**src/hw/ies_pkg.sv**
```systemverilog
// shared constants and types for the interrupt entry sequencer
`default_nettype none
package ies_pkg;
  // ----------------------------------------------------------------
  // widths and sizes
  // ----------------------------------------------------------------
  localparam int PC_W = 16;                  // program counter width, words
  localparam int NSRC = 8;                   // interrupt sources, index 0 ranks first
  // boot section start, word address; plain default, variant dependent
  localparam logic [15:0] BOOT_START = 16'hf000;
  localparam logic [15:0] RESET_VEC_BASE = 16'h0000;
  // sources 0..3 keep a flag, 4..7 request on level only
  localparam logic [7:0] FLAG_TYPE_MASK = 8'h0f;
  // ----------------------------------------------------------------
  // register offsets, fields, reset values
  // ----------------------------------------------------------------
  localparam logic [3:0] OFF_FLAGS = 4'h0;   // cpu_flags_register
  localparam logic [3:0] OFF_ENABLE = 4'h1;  // per-source enables
  localparam logic [3:0] OFF_PEND = 4'h2;    // pending flags, write one to clear
  localparam logic [3:0] OFF_MCU_CONTROL_REGISTER = 4'h3;   // mcu_control_register
  localparam logic [3:0] OFF_STATUS = 4'h4;  // sequencer status, read only
  localparam int GIE_BIT = 7;
  localparam int RELOC_BIT = 1;              // vector_relocate_bit position
  localparam logic [7:0] FLAGS_RST = 8'h00;
  localparam logic [7:0] ENABLE_RST = 8'h00;
  // ----------------------------------------------------------------
  // timing counts, in core clock cycles, and return address bytes
  // ----------------------------------------------------------------
  localparam logic [2:0] ENTRY_CYCLES = 3'h5;
  localparam logic [2:0] WAKE_CYCLES = 3'h5;
  localparam logic [2:0] RETURN_CYCLES = 3'h5;
  localparam logic [2:0] PC_BYTES = 3'h3;
  // ----------------------------------------------------------------
  // types
  // ----------------------------------------------------------------
  typedef enum logic [1:0] {PH_RUN, PH_WAKE, PH_ENTRY, PH_RETURN} ies_phase_t;
  typedef enum logic [1:0] {ALU_ADD, ALU_SUB, ALU_AND, ALU_OR} ies_alu_op_t;
  typedef struct packed {
    logic wr; logic rd; logic [3:0] addr; logic [7:0] wdata;
  } ies_bus_t;
  typedef struct packed {
    logic done; logic is_sei; logic is_cli; logic is_return_from_irq_instr;
  } ies_step_t;
  typedef struct packed {
    logic go; ies_alu_op_t op; logic [7:0] a; logic [7:0] b;
  } ies_alu_req_t;
  typedef struct packed {
    logic push; logic pop; logic [7:0] data;
  } ies_stack_t;
  typedef struct packed {
    ies_phase_t phase; logic [2:0] count; logic gie; logic [6:0] flags_low;
    logic [7:0] enable; logic [7:0] pend; logic relocate; logic post_ret;
    logic [2:0] last_idx; logic [15:0] vec_pc; logic vec_valid; logic hold;
    ies_stack_t stack; logic [15:0] saved_pc; logic [7:0] rdata;
    logic [7:0] alu_result; logic alu_wb; logic [15:0] reset_vec;
  } ies_state_t;
endpackage
`default_nettype wire

```
**src/hw/ies_sequencer.sv**
```systemverilog
// reset and interrupt entry sequencer for the 8-bit core
//
// Implementation choices: the address-and-strobe port and the placing of the registers.
`default_nettype none

// ------------------------------------------------------------------
// module
// ------------------------------------------------------------------
// Contract
// [RQ1] core clock undivided from chip source
// [RQ2] two-operand alu result written in one cycle
// [RQ3] separate vectors; own and global enable
// [RQ4] boot lock bits suppress by pc
// [RQ5] lower vector address wins, reset first
// [RQ6] relocate bit moves vectors to boot
// [RQ7] boot reset fuse moves reset vector
// [RQ8] entry clears global enable, nesting allowed
// [RQ9] return instruction sets global enable
// [RQ10] vectoring clears flag-type source flag
// [RQ11] write one clears flag, zero keeps
// [RQ12] disabled flags stay pending, priority served
// [RQ13] level sources request only while present
// [RQ14] one instruction runs after return
// [RQ15] flags register never saved or restored
// [RQ16] disable instruction blocks same-cycle interrupt
// [RQ17] instruction after enable runs first
// [RQ18] entry five cycles, pushing program counter
// [RQ19] multi-cycle instruction completes before entry
// [RQ20] wake from sleep adds five cycles
// [RQ21] return five cycles, pops three bytes
// [RQ22] program counter sixteen bits, word addressed
// [RQ23] global enable is flags bit seven
module ies_sequencer (
  // clock and reset
  input wire logic clk,
  input wire logic reset_n,
  // register port
  input wire ies_pkg::ies_bus_t bus_in,
  output var logic [7:0] rd_data,
  // core program flow
  input wire ies_pkg::ies_step_t step,
  input wire logic [15:0] pc_now,
  input wire logic sleeping,
  output var logic core_hold,
  output var logic vec_valid,
  output var logic [15:0] vec_pc,
  output var ies_pkg::ies_stack_t stack,
  output var logic global_enable,
  output var logic [15:0] reset_vector,
  // single-cycle alu path
  input wire ies_pkg::ies_alu_req_t alu_req,
  output var logic [7:0] alu_result,
  output var logic alu_wb,
  // interrupt sources
  input wire logic [7:0] src_event,
  input wire logic [7:0] src_level,
  // fuses and lock bits
  input wire logic boot_reset_fuse,
  input wire logic boot_lock_app_bit,
  input wire logic boot_lock_boot_bit
);

  // ----------------------------------------------------------------
  // helper functions
  // ----------------------------------------------------------------

  // priority pick: lowest index first, {any, index}
  function automatic logic [3:0] first_req(input logic [7:0] r);
    logic [3:0] res;
    res = 4'h0;
    for (int i = ies_pkg::NSRC - 1; i >= 0; i--) begin
      if (r[i]) begin
        res = {1'b1, 3'(i)};
      end
    end
    return res;
  endfunction

  // vector word address; slot 0 belongs to reset, two words per slot
  function automatic logic [15:0] vector_of(input logic reloc, input logic [2:0] idx);
    logic [15:0] slot;
    logic [15:0] base;
    slot = {13'h0000, idx} + 16'h0001;
    base = reloc ? ies_pkg::BOOT_START : ies_pkg::RESET_VEC_BASE;
    return base + {slot[14:0], 1'b0};
  endfunction

  // boot lock suppression by section of the current program counter
  function automatic logic is_locked(input logic [15:0] pc, input logic app,
                                     input logic boot);
    return (app && (pc < ies_pkg::BOOT_START)) || (boot && (pc >= ies_pkg::BOOT_START));
  endfunction

  // byte of the return address; third byte is zero for a 16-bit counter
  function automatic logic [7:0] pc_byte(input logic [15:0] pc, input logic [2:0] idx);
    logic [7:0] b;
    b = 8'h00;
    if (idx == 3'h0) begin
      b = pc[7:0];
    end else if (idx == 3'h1) begin
      b = pc[15:8];
    end
    return b;
  endfunction

  // alu arithmetic on two register operands
  function automatic logic [7:0] alu_calc(input ies_pkg::ies_alu_op_t op,
                                          input logic [7:0] a, input logic [7:0] b);
    logic [7:0] r;
    r = 8'h00;
    unique case (op)
      ies_pkg::ALU_ADD: r = 8'(a + b);
      ies_pkg::ALU_SUB: r = 8'(a - b);
      ies_pkg::ALU_AND: r = a & b;
      ies_pkg::ALU_OR: r = a | b;
    endcase
    return r;
  endfunction

  // ----------------------------------------------------------------
  // state and request decode
  // ----------------------------------------------------------------
  ies_pkg::ies_state_t st;       // every flop of the block
  ies_pkg::ies_state_t next_st;  // value for the next edge
  logic [7:0] req;               // enabled requests this cycle
  logic [3:0] pick;              // {any, index} of the winner
  logic [2:0] take_idx;          // winning source
  logic boundary;                // a legal point to enter
  logic take_now;                // entry starts this edge
  logic [7:0] w1c_mask;          // bits a flag write really clears

  // [RQ12] [RQ13] latched flags plus live levels, gated by own enables
  assign req = ((st.pend & ies_pkg::FLAG_TYPE_MASK) |
                (src_level & ~ies_pkg::FLAG_TYPE_MASK)) & st.enable;
  // [RQ5] lowest index wins
  assign pick = first_req(req);
  assign take_idx = pick[2:0];
  assign w1c_mask = bus_in.wdata & ~src_event & ies_pkg::FLAG_TYPE_MASK;

  // [RQ19] at an instruction end or while sleeping; [RQ16] [RQ17] not after cli, sei or return
  // [RQ14] a sleeping core right after return is not a boundary yet
  assign boundary = (step.done && !step.is_cli && !step.is_sei && !step.is_return_from_irq_instr) ||
                    (sleeping && !st.post_ret && !step.done);
  // [RQ3] [RQ4] global enable, own enable and boot lock all agree
  assign take_now = (st.phase == ies_pkg::PH_RUN) && boundary && st.gie && pick[3] &&
                    !is_locked(pc_now, boot_lock_app_bit, boot_lock_boot_bit);

  // ----------------------------------------------------------------
  // next-state logic
  // ----------------------------------------------------------------

  // one process computes every flop; pulses default low each cycle
  always_comb begin
    next_st = st;
    next_st.vec_valid = 1'b0;
    next_st.stack = '0;
    next_st.rdata = 8'h00;
    // [RQ7] reset vector follows the fuse
    next_st.reset_vec = boot_reset_fuse ? ies_pkg::BOOT_START : ies_pkg::RESET_VEC_BASE;

    // [RQ2] result and write-back strobe land together one edge later
    next_st.alu_wb = alu_req.go;
    if (alu_req.go) begin
      next_st.alu_result = alu_calc(alu_req.op, alu_req.a, alu_req.b);
    end

    // register writes
    if (bus_in.wr) begin
      case (bus_in.addr)
        ies_pkg::OFF_FLAGS: begin
          // [RQ23] global enable is bit seven, others plain storage
          next_st.gie = bus_in.wdata[ies_pkg::GIE_BIT];
          next_st.flags_low = bus_in.wdata[6:0];
        end
        ies_pkg::OFF_ENABLE: begin
          next_st.enable = bus_in.wdata;
        end
        ies_pkg::OFF_PEND: begin
          // [RQ11] ones clear, zeros keep
          next_st.pend = st.pend & ~(bus_in.wdata & ies_pkg::FLAG_TYPE_MASK);
        end
        ies_pkg::OFF_MCU_CONTROL_REGISTER: begin
          // [RQ6] relocation of all interrupt vectors
          next_st.relocate = bus_in.wdata[ies_pkg::RELOC_BIT];
        end
        default: begin
          // status and unmapped offsets ignore writes
        end
      endcase
    end

    // register reads; data shows only in the cycle after the strobe
    if (bus_in.rd) begin
      case (bus_in.addr)
        ies_pkg::OFF_FLAGS: next_st.rdata = {st.gie, st.flags_low};
        ies_pkg::OFF_ENABLE: next_st.rdata = st.enable;
        ies_pkg::OFF_PEND: next_st.rdata = st.pend | (src_level & ~ies_pkg::FLAG_TYPE_MASK);
        ies_pkg::OFF_STATUS: next_st.rdata = {st.hold, st.post_ret, st.gie, 2'b00, st.last_idx};
        ies_pkg::OFF_MCU_CONTROL_REGISTER: next_st.rdata = {6'h00, st.relocate, 1'b0};
        default: next_st.rdata = 8'h00;
      endcase
    end

    // instruction side effects on the global enable
    if (step.done && (st.phase == ies_pkg::PH_RUN)) begin
      // [RQ16] cli clears at once
      if (step.is_cli) begin
        next_st.gie = 1'b0;
      end
      // [RQ17] sei sets, but this boundary is skipped
      if (step.is_sei) begin
        next_st.gie = 1'b1;
      end
      // [RQ14] the first instruction after return has now run
      next_st.post_ret = 1'b0;
    end

    // sequencer phases
    unique case (st.phase)
      ies_pkg::PH_RUN: begin
        if (take_now) begin
          // [RQ8] block everything until software or return re-enables
          next_st.gie = 1'b0;
          next_st.last_idx = take_idx;
          next_st.saved_pc = pc_now;
          next_st.vec_pc = vector_of(st.relocate, take_idx);
          next_st.count = 3'h0;
          // [RQ10] hardware clears the served flag
          if (ies_pkg::FLAG_TYPE_MASK[take_idx]) begin
            next_st.pend[take_idx] = 1'b0;
          end
          if (sleeping && !step.done) begin
            // [RQ20] wake path inserts extra cycles first
            next_st.phase = ies_pkg::PH_WAKE;
          end else begin
            // [RQ18] entry begins with the low return byte
            next_st.phase = ies_pkg::PH_ENTRY;
            next_st.stack.push = 1'b1;
            next_st.stack.data = pc_byte(pc_now, 3'h0);
          end
        end else if (step.done && step.is_return_from_irq_instr) begin
          // [RQ21] return pops the first byte right away
          next_st.phase = ies_pkg::PH_RETURN;
          next_st.count = 3'h0;
          next_st.stack.pop = 1'b1;
        end
      end
      ies_pkg::PH_WAKE: begin
        // [RQ20] five wake cycles, then normal entry
        if (st.count == 3'(ies_pkg::WAKE_CYCLES - 3'h1)) begin
          next_st.phase = ies_pkg::PH_ENTRY;
          next_st.count = 3'h0;
          next_st.stack.push = 1'b1;
          next_st.stack.data = pc_byte(st.saved_pc, 3'h0);
        end else begin
          next_st.count = 3'(st.count + 3'h1);
        end
      end
      ies_pkg::PH_ENTRY: begin
        // [RQ18] five cycles, three bytes pushed, then vector issued
        if (st.count == 3'(ies_pkg::ENTRY_CYCLES - 3'h1)) begin
          next_st.phase = ies_pkg::PH_RUN;
          next_st.vec_valid = 1'b1;
        end else begin
          next_st.count = 3'(st.count + 3'h1);
          if (3'(st.count + 3'h1) < ies_pkg::PC_BYTES) begin
            next_st.stack.push = 1'b1;
            next_st.stack.data = pc_byte(st.saved_pc, 3'(st.count + 3'h1));
          end
        end
      end
      ies_pkg::PH_RETURN: begin
        // [RQ21] three pops in five cycles, enable set at the end
        if (st.count == 3'(ies_pkg::RETURN_CYCLES - 3'h1)) begin
          next_st.phase = ies_pkg::PH_RUN;
          // [RQ9] return always re-enables
          next_st.gie = 1'b1;
          next_st.post_ret = 1'b1;
        end else begin
          next_st.count = 3'(st.count + 3'h1);
          next_st.stack.pop = 3'(st.count + 3'h1) < ies_pkg::PC_BYTES;
        end
      end
    endcase

    // [RQ12] a new event beats any clear in the same cycle
    next_st.pend = next_st.pend | (src_event & ies_pkg::FLAG_TYPE_MASK);
    // core is held whenever the sequencer owns program flow
    next_st.hold = next_st.phase != ies_pkg::PH_RUN;
  end

  // ----------------------------------------------------------------
  // state register
  // ----------------------------------------------------------------

  // [RQ1] everything on the one undivided core clock
  always_ff @(posedge clk or negedge reset_n) begin
    if (!reset_n) begin
      st <= '0;
      st.phase <= ies_pkg::PH_RUN;
      st.gie <= ies_pkg::FLAGS_RST[ies_pkg::GIE_BIT];
      st.flags_low <= ies_pkg::FLAGS_RST[6:0];
      st.enable <= ies_pkg::ENABLE_RST;
    end else begin
      st <= next_st;
    end
  end

  // ----------------------------------------------------------------
  // outputs, straight from flops
  // ----------------------------------------------------------------
  // [RQ15] entry and return never push or pop the flags register; they only clear or set its bit seven
  assign rd_data = st.rdata;
  assign core_hold = st.hold;
  assign vec_valid = st.vec_valid;
  // [RQ22] sixteen-bit word address
  assign vec_pc = st.vec_pc;
  assign stack = st.stack;
  assign global_enable = st.gie;
  assign reset_vector = st.reset_vec;
  assign alu_result = st.alu_result;
  assign alu_wb = st.alu_wb;

  // ----------------------------------------------------------------
  // assertions
  // ----------------------------------------------------------------
  a_entry_length: assert property (@(posedge clk) disable iff (!reset_n) // [RQ18]
    (take_now && !(sleeping && !step.done)) |=> st.hold [*5] ##1 (st.vec_valid && !st.hold))
    else $error("entry did not take five cycles");
  a_entry_pushes: assert property (@(posedge clk) disable iff (!reset_n) // [RQ18]
    (take_now && !(sleeping && !step.done)) |=> st.stack.push [*3] ##1 !st.stack.push)
    else $error("entry did not push three bytes");
  a_wake_extra: assert property (@(posedge clk) disable iff (!reset_n) // [RQ20]
    (take_now && sleeping && !step.done) |=> (st.phase == ies_pkg::PH_WAKE) [*5]
    ##1 (st.phase == ies_pkg::PH_ENTRY) [*5] ##1 st.vec_valid)
    else $error("wake entry not five plus five cycles");
  a_entry_gie_off: assert property (@(posedge clk) disable iff (!reset_n) // [RQ8]
    take_now |=> !st.gie && st.hold)
    else $error("global enable not cleared on entry");
  a_return_length: assert property (@(posedge clk) disable iff (!reset_n) // [RQ21]
    (st.phase == ies_pkg::PH_RUN && !take_now && step.done && step.is_return_from_irq_instr)
    |=> (st.hold && !st.gie) [*5] ##1 (st.gie && !st.hold))
    else $error("return not five cycles or enable not set");
  a_cli_blocks: assert property (@(posedge clk) disable iff (!reset_n) // [RQ16]
    (step.done && step.is_cli && st.phase == ies_pkg::PH_RUN)
    |=> !st.gie && (st.phase != ies_pkg::PH_ENTRY) && (st.phase != ies_pkg::PH_WAKE))
    else $error("interrupt taken with cli");
  a_sei_defers: assert property (@(posedge clk) disable iff (!reset_n) // [RQ17]
    (step.done && step.is_sei && st.phase == ies_pkg::PH_RUN)
    |=> st.gie && (st.phase == ies_pkg::PH_RUN))
    else $error("interrupt taken right after sei");
  a_hw_flag_clear: assert property (@(posedge clk) disable iff (!reset_n) // [RQ10]
    (take_now && ies_pkg::FLAG_TYPE_MASK[take_idx] && !src_event[take_idx])
    |=> !st.pend[$past(take_idx)])
    else $error("served flag not cleared");
  a_w1c_clears: assert property (@(posedge clk) disable iff (!reset_n) // [RQ11]
    (bus_in.wr && bus_in.addr == ies_pkg::OFF_PEND) |=> (st.pend & $past(w1c_mask)) == 8'h00)
    else $error("write one did not clear flag");
  a_priority_low: assert property (@(posedge clk) disable iff (!reset_n) // [RQ5]
    take_now |-> (req & 8'((8'h01 << take_idx) - 8'h01)) == 8'h00)
    else $error("lower index request was skipped");
  a_level_live: assert property (@(posedge clk) disable iff (!reset_n) // [RQ13]
    (take_now && !ies_pkg::FLAG_TYPE_MASK[take_idx]) |-> src_level[take_idx])
    else $error("level source served without its level");
  a_lock_blocks: assert property (@(posedge clk) disable iff (!reset_n) // [RQ4]
    is_locked(pc_now, boot_lock_app_bit, boot_lock_boot_bit) |-> !take_now)
    else $error("interrupt taken under boot lock");
  a_vector_relocated: assert property (@(posedge clk) disable iff (!reset_n) // [RQ6]
    (take_now && st.relocate) |=> st.vec_pc >= ies_pkg::BOOT_START)
    else $error("vector not relocated to boot section");
  a_alu_single: assert property (@(posedge clk) disable iff (!reset_n) // [RQ2]
    alu_req.go |=> st.alu_wb && (st.alu_result == $past(alu_calc(alu_req.op, alu_req.a,
    alu_req.b))))
    else $error("alu result not written in one cycle");

endmodule
`default_nettype wire

```
**config.mk**
```make
export PLATFORM = sky130hd
export DESIGN_NAME = ies_sequencer
export DESIGN_NICKNAME = d
export VERILOG_FILES = /design/src/hw/ies_pkg.sv /design/src/hw/ies_sequencer.sv
export SDC_FILE = /design/constraint.sdc
export NUM_CORES = 1
export LEC_CHECK = 0
export ABC_AREA = 0
export BUFFER_PORTS_ARGS = -buffer_cell sky130_fd_sc_hd__clkbuf_2
export CAP_MARGIN = 20
export CORE_MARGIN = 1.5
export CORE_UTILIZATION = 34
export CTS_CLUSTER_SIZE = 12
export DETAILED_ROUTE_END_ITERATION = 10
export GPL_TIMING_DRIVEN = 1
export RECOVER_POWER = 50
export SYNTH_ARGS = -nofsm -noshare
export SYNTH_HDL_FRONTEND = slang
export SYNTH_SLANG_ARGS = --single-unit
```
**constraint.sdc**
```tcl
create_clock -name clk -period 4 [get_ports clk]
set_input_delay 0.4 -clock clk [delete_from_list [all_inputs] [get_ports clk]]
set_output_delay 0.4 -clock clk [all_outputs]
set_load 0.01 [all_outputs]
```
Word-level counts from Yosys, hierarchy flattened

Memories as Yosys holds them, arrays and structs flattened.
Cells that the tools add are included.

Register bits after elaboration: 111
Memory bits (read-only): 8
Input port bits: 75
Output and inout bits: 62
Memories: 1

Add/sub/neg operators: 5
$lt $le $gt $ge: 5
Eq/ne operators: 14
Multiplexer cells: 60
Bitwise gates (word level): 10
Reduce and logical (&&, ||, !) cells: 34

Memories:

| memory           | words | bits a word | read ports | clocked after Yosys merged registers in | wr ports | RTL line             | text |
|---|---|---|---|---|---|---|---|
| (name not given) | 8     | 1           | 1          | 0                                       | 0        | ies_sequencer.sv:229 | `if (ies_pkg::FLAG_TYPE_MASK[take_idx]) begin` |

Operators with widths:

| kind                                                      | number |
|---|---|
| 2-to-1 mux 8 bit                                          | 13 |
| case mux 8 bit (5 select lines)                           | 1 |
| bitwise AND 8 bit                                         | 4 |
| 2-to-1 mux 16 bit                                         | 2 |
| 2-to-1 mux 4 bit                                          | 8 |
| case mux 8 bit (4 select lines)                           | 1 |
| 2-to-1 mux 25 bit                                         | 1 |
| 2-to-1 mux 24 bit                                         | 1 |
| case mux 8 bit (3 select lines)                           | 1 |
| 2-to-1 mux 1 bit                                          | 20 |
| adder 16 x 5 -> 16 bit                                    | 1 |
| greater-or-equal comparator 16 bit, second input constant | 1 |
| less-than comparator 16 bit, second input constant        | 1 |
| bitwise OR 8 bit                                          | 2 |
| logical AND 1 bit                                         | 15 |
| case mux 5 bit (3 select lines)                           | 1 |
| 2-to-1 mux 5 bit                                          | 2 |
| AND reduction 2 bit                                       | 5 |
| adder 8 bit                                               | 1 |
| == test 2 bit, second input constant                      | 4 |
| == test 4 x 2 -> 1 bit, second input constant             | 2 |
| inverter 4 -> 8 bit                                       | 1 |
| inverter 8 bit                                            | 1 |
| bitwise OR 4 x 8 -> 8 bit                                 | 1 |
| 26 further kinds                                          | 38 |

Logic depth before layout (Yosys ltp)

Gate-level depths: netlist of run 1.

Depth in word-level cells: 20
Mapped depth: 12
Depth with buffers taken out: 11

Worst setup path after synthesis of run 1

No wires, ideal clock.

Path type: in2reg
Start point: in alu_req[16] in the netlist's numbering
End point: reg st (netlist bit alu_result[6])
Arrival time: 2.408 ns
Setup slack: 1.455 ns
Cell stages on the path: 11
Buffers on the path: 2
Path through: buf_2 > nor2b_1 > clkbuf_1 > mux2i_1 > fa_1 > a21o_1 > a21oi_1 > nor2_1 > a211oi_1 > xor2_1 > a31oi_1

Longest elaborated chain between the ends: 2

RTL lines:

| element                               | RTL line             | text |
|---|---|---|
| start, declared                       | ies_sequencer.sv:51  | `input wire ies_pkg::ies_alu_req_t alu_req,` |
| == test 2 bit (tied with other cells) | ies_sequencer.sv:111 | `unique case (op)` |
| case mux 8 bit (4 select lines) *     | ies_sequencer.sv:111 |  |
| end signal, assigned                  | ies_sequencer.sv:305 | `st <= next_st;` |
| end, declared                         | ies_sequencer.sv:123 | `ies_pkg::ies_state_t st;` |

Every way passes the cells marked *; elsewhere a longest branch is shown, timed or not.
A chain may end at the register's enable or synchronous reset.

Worst setup path after layout of run 1

Start point: in alu_req[17] in the netlist's numbering
End point: reg st (netlist bit alu_result[6])

The elaborated chain is that of the path after synthesis.

==> metrics.txt, run 1 <==
run status=complete, but fails checks; failing checks=capacitance limit, slew limit; Slew Viols, Final=31; buffer depth of the longest clock path=2; total of max-cap violations=1; hold_ws=0.1044 ns; Layout Area Growth over Synthesis=12.60%; Vias=between 3000 and 4000; Mapped Avg Cell Area=~11 µm²; synthesized flop and latch total=85; DRC violations left=0; placed cells=690; chip width=123.1 µm; Static Leak=0.002609 µW; drt via density=5.086; count of cell types in the netlist=around 70; fraction of layout cells with a size suffix above 1=0.2909; overall power=roughly 3000 µW; Max-slew headroom=-0.08480; most frequent cells in the layout=clkbuf_2, dfrtp_1, nand2_1, nor2_1, a21oi_1; Yosys warnings=0; CTS clk-pin slew, worst paths=0.07 ns; Main synth FF type=dfrtp_1; Post-CTS Resized=0; Post-CTS Setup Repair Bufs=0; RSZ-0062 raised after global routing=no; min Tclk post-route=2.550 ns; Tightest Pin Transition=1.627 ns; hpwl dp=about 8.1 mm; fin crit share=0.6376; setup TNS=0 ns; Worst IR Drop VDD=0.2333 mV; Num CTS Buffers=9; mux share of post-synthesis cell area=0.1035; Util after Layout=0.3949; Clock Sinks=85; hold crit path type=in2async; crit start category=primary input; clk_lat worst skew=0.34 ns; GP Congestion=roughly 0.86; initial antenna violation count=0; die area=0.01516 mm²; H-tree levels=3; fmax=approximately 400 MHz; WS Path Type=in2reg; vias in the first global route=around 3400; CTS tree=done; area share of fa/ha/maj cells after synthesis=0.06274; Starting Density=0.3507; Clock Skew=0.01079 ns; Synth Area in Compound Gates=0.1354; DR WL/cell=approximately 15 µm; Post-synth EDFFs=0; Cell Rows=43; total track usage=0.1435; commonest non-fill, non-tap cell in the layout=clkbuf_2; crit-path max FO=13; initial drt markers=249; Setup crit end kind=flip-flop; Pre-antenna DRT Iters=7; simple-gate share of the synthesized area=0.1166; ys async rst share=1.000; Diodes inserted=0; Core Area=0.01399 mm²; largest net degree at the start of global routing=57; Port Buffers=108; nets@finish=616; Seq/Total Area, Yosys=0.4336; largest family of logic cells by synthesized area=compound AO/OA/AOI/OAI gates; clk root buf=clkbuf_16; Required @ worst endpoint=~4.2 ns; Hold Vio Cnt, Final=0; Post-Synth XOR/XNOR Area=0.02499; setup violators final=0; Final Routed Wirelength=10.59 mm; Die Y=between 100 and 150 µm; Pwr per Cell Area=roughly 540 mW/mm²; Data arrival, critical path=about 2.7 ns; post-route ant nets=0; hold_buf cts=0; Synth Cell Area=~0.005 mm²; cells after synthesis=roughly 460; total gr overflow=0; first-pass GRT wire length=around 17 mm; fin cells=706; Top Ports=137
## per-stage QoR
stage | area (µm²) | setup WS (ns)
floorplan | 4977 | 1.455
global placement | 5213 | 1.142
detailed placement | 5213 | 1.135
CTS | 5545 | 1.496
global route | 5524 | 1.212
finish | 5524 | 1.450
## state kept, by name, summed over array words and instances (netlist names)
name / count
reset_vector: 1
global_enable: 1
alu_wb: 1
rd_data: 8
stack: 10
vec_pc: 5
vec_valid: 1
alu_result: 8
st: 49
core_hold: 1
## layout make-up
type / instances / area [µm²]
Fill cell: 1412 / 8464
Multi-Input combinational cell: 301 / 2250
Sequential cell: 85 / 2127
Timing Repair Buffer: 110 / 536.8
Clock buffer: 10 / 239.0
Tap cell: 180 / 225.2
Clock inverter: 6 / 93.84
Inverter: 14 / 52.55
## where the power goes
part           switching [µW]  total [µW]  internal, µW
combinational             482         867           385
sequential                148        1220          1080
clock                     348         917           570
total                     978        3010          2030
## routing by layer
layer | routed length (µm) | global-route usage
met1 | 4698 | 0.1869
met2 | 5098 | 0.2333
met3 | 683 | 0.03828
met4 | 104 | 0.04454
met5 | 0 | 0
## critical path, cell delays in order
cell and delay [ns]:
clkbuf_2 0.21, nor2b_1 0.43, mux2i_1 0.20, fa_1 0.48
a21o_1 0.19, a21oi_1 0.23, nor2_1 0.08, a211oi_1 0.26
xor2_1 0.17, a31oi_1 0.09
## cells by family (layout without fill, tap and decap cells)
family / count (synthesis) / after routing
flip-flops: 85 / 85
other: 1 / 20
adder cells (fa/ha/maj): 25 / 25
AO/OA/AOI/OAI: 92 / 92
XOR/XNOR: 14 / 14
buffers and inverters: 92 / 140
multiplexers: 46 / 46
AND/OR/NAND/NOR: 104 / 104
## cells in the mapped netlist (4+ instances only)
master	number	area, µm²
nand3_1	7	35.03
inv_1	14	52.55
ha_1	19	237.7
a22oi_1	4	30.03
nand4_1	4	25.02
dfrtp_1	85	2127
mux2i_1	8	80.08
nand2_1	33	123.9
nor2_1	26	97.59
mux2_2	23	259.0
o21ai_0	12	60.06
maj3_1	5	50.05
clkbuf_1	9	33.78
a21oi_1	24	120.1
a31oi_1	5	31.28
mux2_1	15	168.9
xor2_1	4	35.03
o21ai_1	4	20.02
xnor2_1	10	87.58
buf_4	61	457.9
a222oi_1	13	130.1
nor3_1	5	25.02
## worst paths after layout
path / cells past startpoint / startpoint / endpoint / slack [ns]
worst max-delay path: 10 / alu_req[17] / alu_result[6] / 1.45
worst min-delay path: 1 / reset_n / st[98] / 0.10
worst max register to register: 7 / st[110] / core_hold / 1.60
worst min register to register: 0 / st[89] / st[89] / 0.37
max in group asynchronous: 2 / reset_n / st[84] / 1.93
min in group clk: 1 / boot_reset_fuse / reset_vector[14] / 0.17
No activity file was read; power rests on OpenSTA's default activity.
==> inputs of run 2 (changes only) <==
Settings changed: ABC_AREA 0 to 1.
Clock period 4 ns to 2.6 ns, I/O delays scaled along.
==> metrics.txt, run 2 <==
Starting Density=0.3490 (-0.001745); Top Ports=137 (unchanged); total track usage=0.1601 (+0.01661); Max-slew headroom=0.2262 (+0.3110); Mapped Avg Cell Area=7.554 µm² (-29%); fraction of layout cells with a size suffix above 1=0.1248 (-0.1660); WS Path Type=reg2reg; RSZ-0062 raised after global routing=no; count of cell types in the netlist=39 (-43%); GP Congestion=0.8401 (-2.3%); initial drt markers=184 (-26%); Vias=4322 (+20%); Core Area=0.01459 mm² (+4.3%); Final Cell Area=0.005713 mm² (+3.4%); Synth Cell Area=0.005091 mm² (+3.8%); Worst IR Drop VDD=0.3421 mV (+47%); setup violators final=0 (unchanged); buffer depth of the longest clock path=2 (unchanged); hold crit path type=in2reg; DRC violations left=0 (unchanged); Slew Viols, Final=0 (-100%); Placed Area=0.005470 mm² (+4.9%); initial antenna violation count=0 (unchanged); CTS tree=done; clk root buf=clkbuf_16; Setup crit end kind=flip-flop; Clock Sinks=85 (unchanged); vias in the first global route=4235 (+24%); crit-path max FO=10 (-3); DR WL/cell=12.95 µm (-14%); Die Y=125.4 µm (+1.8%); total gr overflow=0 (unchanged); Cell Rows=44 (+2.3%); Post-CTS Setup Repair Bufs=0 (unchanged); Post-synth EDFFs=0 (unchanged); global routing usage on met2=0.2501 (+0.01675); Num CTS Buffers=9 (unchanged); Biggest register=st; Port Buffers=108 (unchanged); Tightest Pin Transition=1.161 ns (-0.4665 ns); die area=0.01572 mm² (+3.7%); Final Routed Wirelength=12.14 mm (+15%); CTS clk-pin slew, worst paths=0.06 ns (about the same); hpwl dp=9.306 mm (+15%); synthesized flop and latch total=85 (unchanged); fin crit share=0.7805; drt via density=4.613 (-9.3%); H-tree levels=3 (unchanged); Diodes inserted=0 (unchanged); Post-synth top cells=nand2_1, dfrtp_1, inv_1; largest net degree at the start of global routing=47 (-18%); Required @ worst endpoint=2.87 ns (-1.32 ns); met3 Use GR=0.03979 (+0.001510); multi-input logic area=0.002201 mm² (-2.2%); busiest grt layer=met2; most frequent cells in the layout=nand2_1, dfrtp_1, inv_1, clkbuf_2, clkbuf_1; Synth area leaders=dfrtp_1, nand2_1, buf_4; chip width=125.4 µm (+1.8%); setup TNS=0 ns (unchanged); Static Leak=0.003032 µW (+16%); crit start category=flip-flop; Sequential Area=0.002127 mm² (unchanged); Hold Vio Cnt, Final=0 (unchanged); fmax=492.8 MHz; Post-CTS Resized=0 (unchanged); Yosys top cell area share=0.4178 (-0.01577); clk_lat worst skew=0.34 ns (about the same); Clock Skew=0.008639 ns (-0.002150 ns); GR Layer Usage met1=0.2133 (+0.02636); ys async rst share=1.000 (unchanged); nets@finish=843 (+37%); Pre-antenna DRT Iters=4 (-3); max reg flops=49 (unchanged); Yosys warnings=0 (unchanged); post-route ant nets=0 (unchanged); Data arrival, critical path=2.30 ns (-0.44 ns); min Tclk post-route=~2.0 ns; top-count cell post-synth=nand2_1; total of max-cap violations=0 (-1); cells after synthesis=674 (+47%); first-pass GRT wire length=20.29 mm (+21%); Pwr per Cell Area=779.0 mW/mm² (+43%); run status=finished, final reports clean; Layout Area Growth over Synthesis=12.21%; fillcell total=1551 (+9.8%); Main synth FF type=dfrtp_1; Seq/Total Area, Yosys=0.4178 (-0.01577); commonest non-fill, non-tap cell in the layout=nand2_1; cell taking the most area after synthesis=dfrtp_1
==> run 2: cell types whose count changed in the layout (fill, tap and decap cells not counted), sizes merged, moves of 13 or more <==
cell,change
nand2,+168
nor2,+17
mux2,-38
o21ai,+29
a222oi,-13
inv,+66
nand3,+30
a21oi,+19
==> run 2: layout make-up <==
type | count | area share
Multi-Input combinational cell | 452 | 0.3852
Sequential cell | 85 | 0.3723
Timing Repair Buffer | 115 | 0.09352
Inverter | 85 | 0.05585
Clock buffer | 10 | 0.04183
Tap cell | 184 | 0.04030
Clock inverter | 6 | 0.01095
==> run 2: critical path: stages (launching register included) <==
cell	delay (ns)
dfrtp_1	0.41
ha_1	0.21
ha_1	0.28
a21oi_1	0.21
nand3_2	0.24
o21ai_2	0.33
a21oi_1	0.13
a21oi_1	0.15
==> run 2: cells by family (layout without fill, tap and decap cells) <==
family / count (synthesis) / count (layout) / share of synthesized area
AND/OR/NAND/NOR: 297 / 297 / 0.2381
buffers and inverters: 156 / 216 / 0.1629
AO/OA/AOI/OAI: 109 / 109 / 0.1194
flip-flops: 85 / 85 / 0.4178
adder cells (fa/ha/maj): 20 / 20 / 0.05063
XOR/XNOR: 6 / 6 / 0.01032
other: 1 / 20 / 0.0007366
==> run 2: path summary, 6_finish.rpt <==
| check | startpoint | to | slack (ns) | cells after the start |
|---|---|---|---|---|
| setup / recovery | st[106] | stack[5] | 0.57 | 7 |
| hold / removal | boot_reset_fuse | reset_vector[14] | 0.03 | 1 |
| setup reg to reg | st[106] | stack[5] | 0.57 | 7 |
| hold reg to reg | st[88] | st[88] | 0.37 | 0 |
| max in group asynchronous | reset_n | rd_data[6] | 0.78 | 3 |
| min in group asynchronous | reset_n | reset_vector[14] | 0.68 | 2 |
==> run 2: timing repair <==
| action | 4_1_cts | 5_1_grt |
|---|---|---|
| setup endpoints to repair | 0 | 0 |
| endpoints found under the hold margin | 43 | 0 |
| hold buffers | 1 | 0 |
==> run 2: per-stage QoR <==
step                      utilization  total power, µW  hold slack, ns  setup WS (ns)  instances
after floorplan                     -             2877        -0.03559         0.5781        693
after global placement         0.3750             3180          0.3134         0.2924        920
after detailed placement       0.3750             3191          0.3096         0.2793        920
after CTS                      0.3963             4528         0.01715         0.5674        937
after global routing           0.3916             4786         0.01850         0.3512        937
final                          0.3916             4451         0.02725         0.5707        937
==> run 2: per-layer routing <==
layer  up-vias  wire [µm]  share of wire
met4         0        288          0.024
met2        99       5384           0.44
met3        18        689          0.057
li1       2218          -              -
met1      1987       5773           0.48
met5         -          0              0
==> run 2: report_power, final <==
group	internal [µW]	switching [µW]
Clock	769	543
Combinational	477	834
Sequential	1630	201
==> inputs of run 3 (changes only) <==
Clock period 2.6 ns to 1.8 ns, I/O delays scaled along.
==> metrics.txt, run 3 (synthesized netlist as in run 2, its figures left out) <==
run status=complete, but fails checks; failing checks=setup timing; buffer depth of the longest clock path=2 (unchanged); DRC violations left=0 (unchanged); Port Buffers=108 (unchanged); Critical-path top delay cell=ha_1; largest net degree at the start of global routing=86 (+83%); nets@finish=875 (+3.8%); PnR worst setup slack=-0.03017 ns (-0.6009 ns); Cell Rows=44 (unchanged); Static Leak=0.003335 µW (+10%); fin crit share=1.017; drt via density=4.580 (-0.72%); crit-path max FO=3 (-7); fillcell total=1536 (-0.97%); Die Y=125.4 µm (unchanged); max reg flops=49 (unchanged); Max-slew headroom=0.2099 (-0.01631); reg2reg path depth=8 (+1); clk_lat worst skew=0.34 ns (about the same); worst hold path depth=3 (+2); Num CTS Buffers=9 (unchanged); fmax=546.4 MHz; initial drt markers=301 (+64%); GP Congestion=0.8796 (+4.7%); Final Cell Area=0.006250 mm² (+9.4%); setup violators final=1 (+1); Final Routed Wirelength=12.76 mm (+5.2%); chip width=125.4 µm (unchanged); total gr overflow=0 (unchanged); hpwl dp=9.539 mm (+2.5%); Setup crit end kind=flip-flop; Starting Density=0.3490 (unchanged); Cell Chain, Critical Path=buf_8 > clkinv_4 > ha_4 > inv_2 > nor3_2 > inv_1 > o31ai_2 > xor2_1 > ha_1 > a21oi_2 > nand2_2 > a21oi_2 > inv_1 > nand2_2 > nand3_2 > a21oi_2; Placed Area=0.005742 mm² (+5.0%); fraction of layout cells with a size suffix above 1=0.2538 (+0.1290); Vias=4433 (+2.6%); min Tclk post-route=1.830 ns; crit start category=primary input; Pre-antenna DRT Iters=5 (+1); CTS clk-pin slew, worst paths=0.06 ns (about the same); Tightest Pin Transition=1.185 ns (+0.02446 ns); most frequent CP cell=a21oi_2; Clock Skew=0.009018 ns (+0.0003791 ns); clk root buf=clkbuf_16; Biggest register=st; die area=0.01572 mm² (unchanged); post-route ant nets=0 (unchanged); Hold Vio Cnt, Final=0 (unchanged); hold crit path type=in2reg; total track usage=0.1666 (+0.006523); Diodes inserted=0 (unchanged); RSZ-0062 raised after global routing=yes; Pwr per Cell Area=1122 mW/mm² (+44%); commonest non-fill, non-tap cell in the layout=nand2_1; Worst IR Drop VDD=0.5400 mV (+58%); H-tree levels=3 (unchanged); multi-input logic area=0.002379 mm² (+8.1%); Required @ worst endpoint=2.08 ns (-0.79 ns); CTS tree=done; Crit path largest cell delay=0.29 ns (-0.12 ns); total of max-cap violations=0 (unchanged); WS Path Type=in2reg; vias in the first global route=4265 (+0.71%); most frequent cells in the layout=nand2_1, clkbuf_2, dfrtp_1, inv_1, o21ai_0; DR WL/cell=13.18 µm (+1.8%); Core Area=0.01459 mm² (unchanged); Data arrival, critical path=2.11 ns (-0.19 ns); Top Ports=137 (unchanged); Util after Layout=0.4284 (+0.03679); initial antenna violation count=1 (+1); first-pass GRT wire length=20.86 mm (+2.8%); Slew Viols, Final=0 (unchanged); Clock Sinks=85 (unchanged); Layout Area Growth over Synthesis=22.76%; Sequential Area=0.002127 mm² (unchanged)
[run 3: worst max-delay path, delay by kind of cell]
family	cells	cell delay, ns
AOI/OAI and AO/OA	4	0.68
adders and majority gates	2	0.41
buffers and inverters	5	0.34
and+or+nand+nor	4	0.34
xor gates and xnor gates	1	0.18
[run 3: path summary, 6_finish.rpt]
path                                   start            end  slack (ns)
min in group asynchronous            reset_n         st[33]        0.74
worst max-delay path              alu_req[0]  alu_result[7]       -0.03
worst min register to register        st[89]         st[89]        0.37
max in group asynchronous            reset_n  alu_result[4]        0.30
worst min-delay path            src_event[3]         st[85]        0.02
worst max register to register       st[107]       stack[4]        0.02
[run 3: area by class of cell]
cell class	count	share of cell area
repair buffers	147	0.1377
multi-input cells	452	0.3806
clock buffers	10	0.03824
inverters	85	0.05425
flip-flops and latches	85	0.3403
clock inverters	5	0.01201
well taps	184	0.03684
[run 3: metrics by stage]
step / setup slack (ns) / TNS, ns / hold WS, ns / power (µW) / std cells
finish: -0.03017 / -0.03017 / 0.02400 / 7009 / 968
global route: -0.1667 / -0.3420 / 0.02634 / 7519 / 968
CTS: 0.01222 / 0 / 0.01504 / 6922 / 966
detailed placement: -0.4526 / -2.124 / 0.2645 / 4831 / 948
global placement: -0.3738 / -1.804 / 0.2616 / 4788 / 948
floorplan: -0.07008 / -0.07008 / -0.1156 / 4165 / 693
[run 3: repair_timing]
item / in CTS / in global routing
gates resized for setup: 8 / 41
setup endpoints to repair: 9 / 16
hold buffers: 2 / 0
hold endpoints to repair: 86 / 0
pin swaps: 8 / 22
buffers inserted: 1 / 2
[run 3: power by group]
part | leakage (µW) | internal [µW] | switching, µW
combinational | 0.00209 | 995 | 1390
sequential | 0.00109 | 2350 | 281
clock | 0.000158 | 1240 | 757
[run 3: routing by layer]
metal  GRT usage  vias up  part of all wire
met2      0.2613      112              0.46
met4     0.05749        0             0.016
li1            -     2284                 -
met1      0.2226     2025              0.47
met5           0        -                 0
met3     0.04493       12             0.055
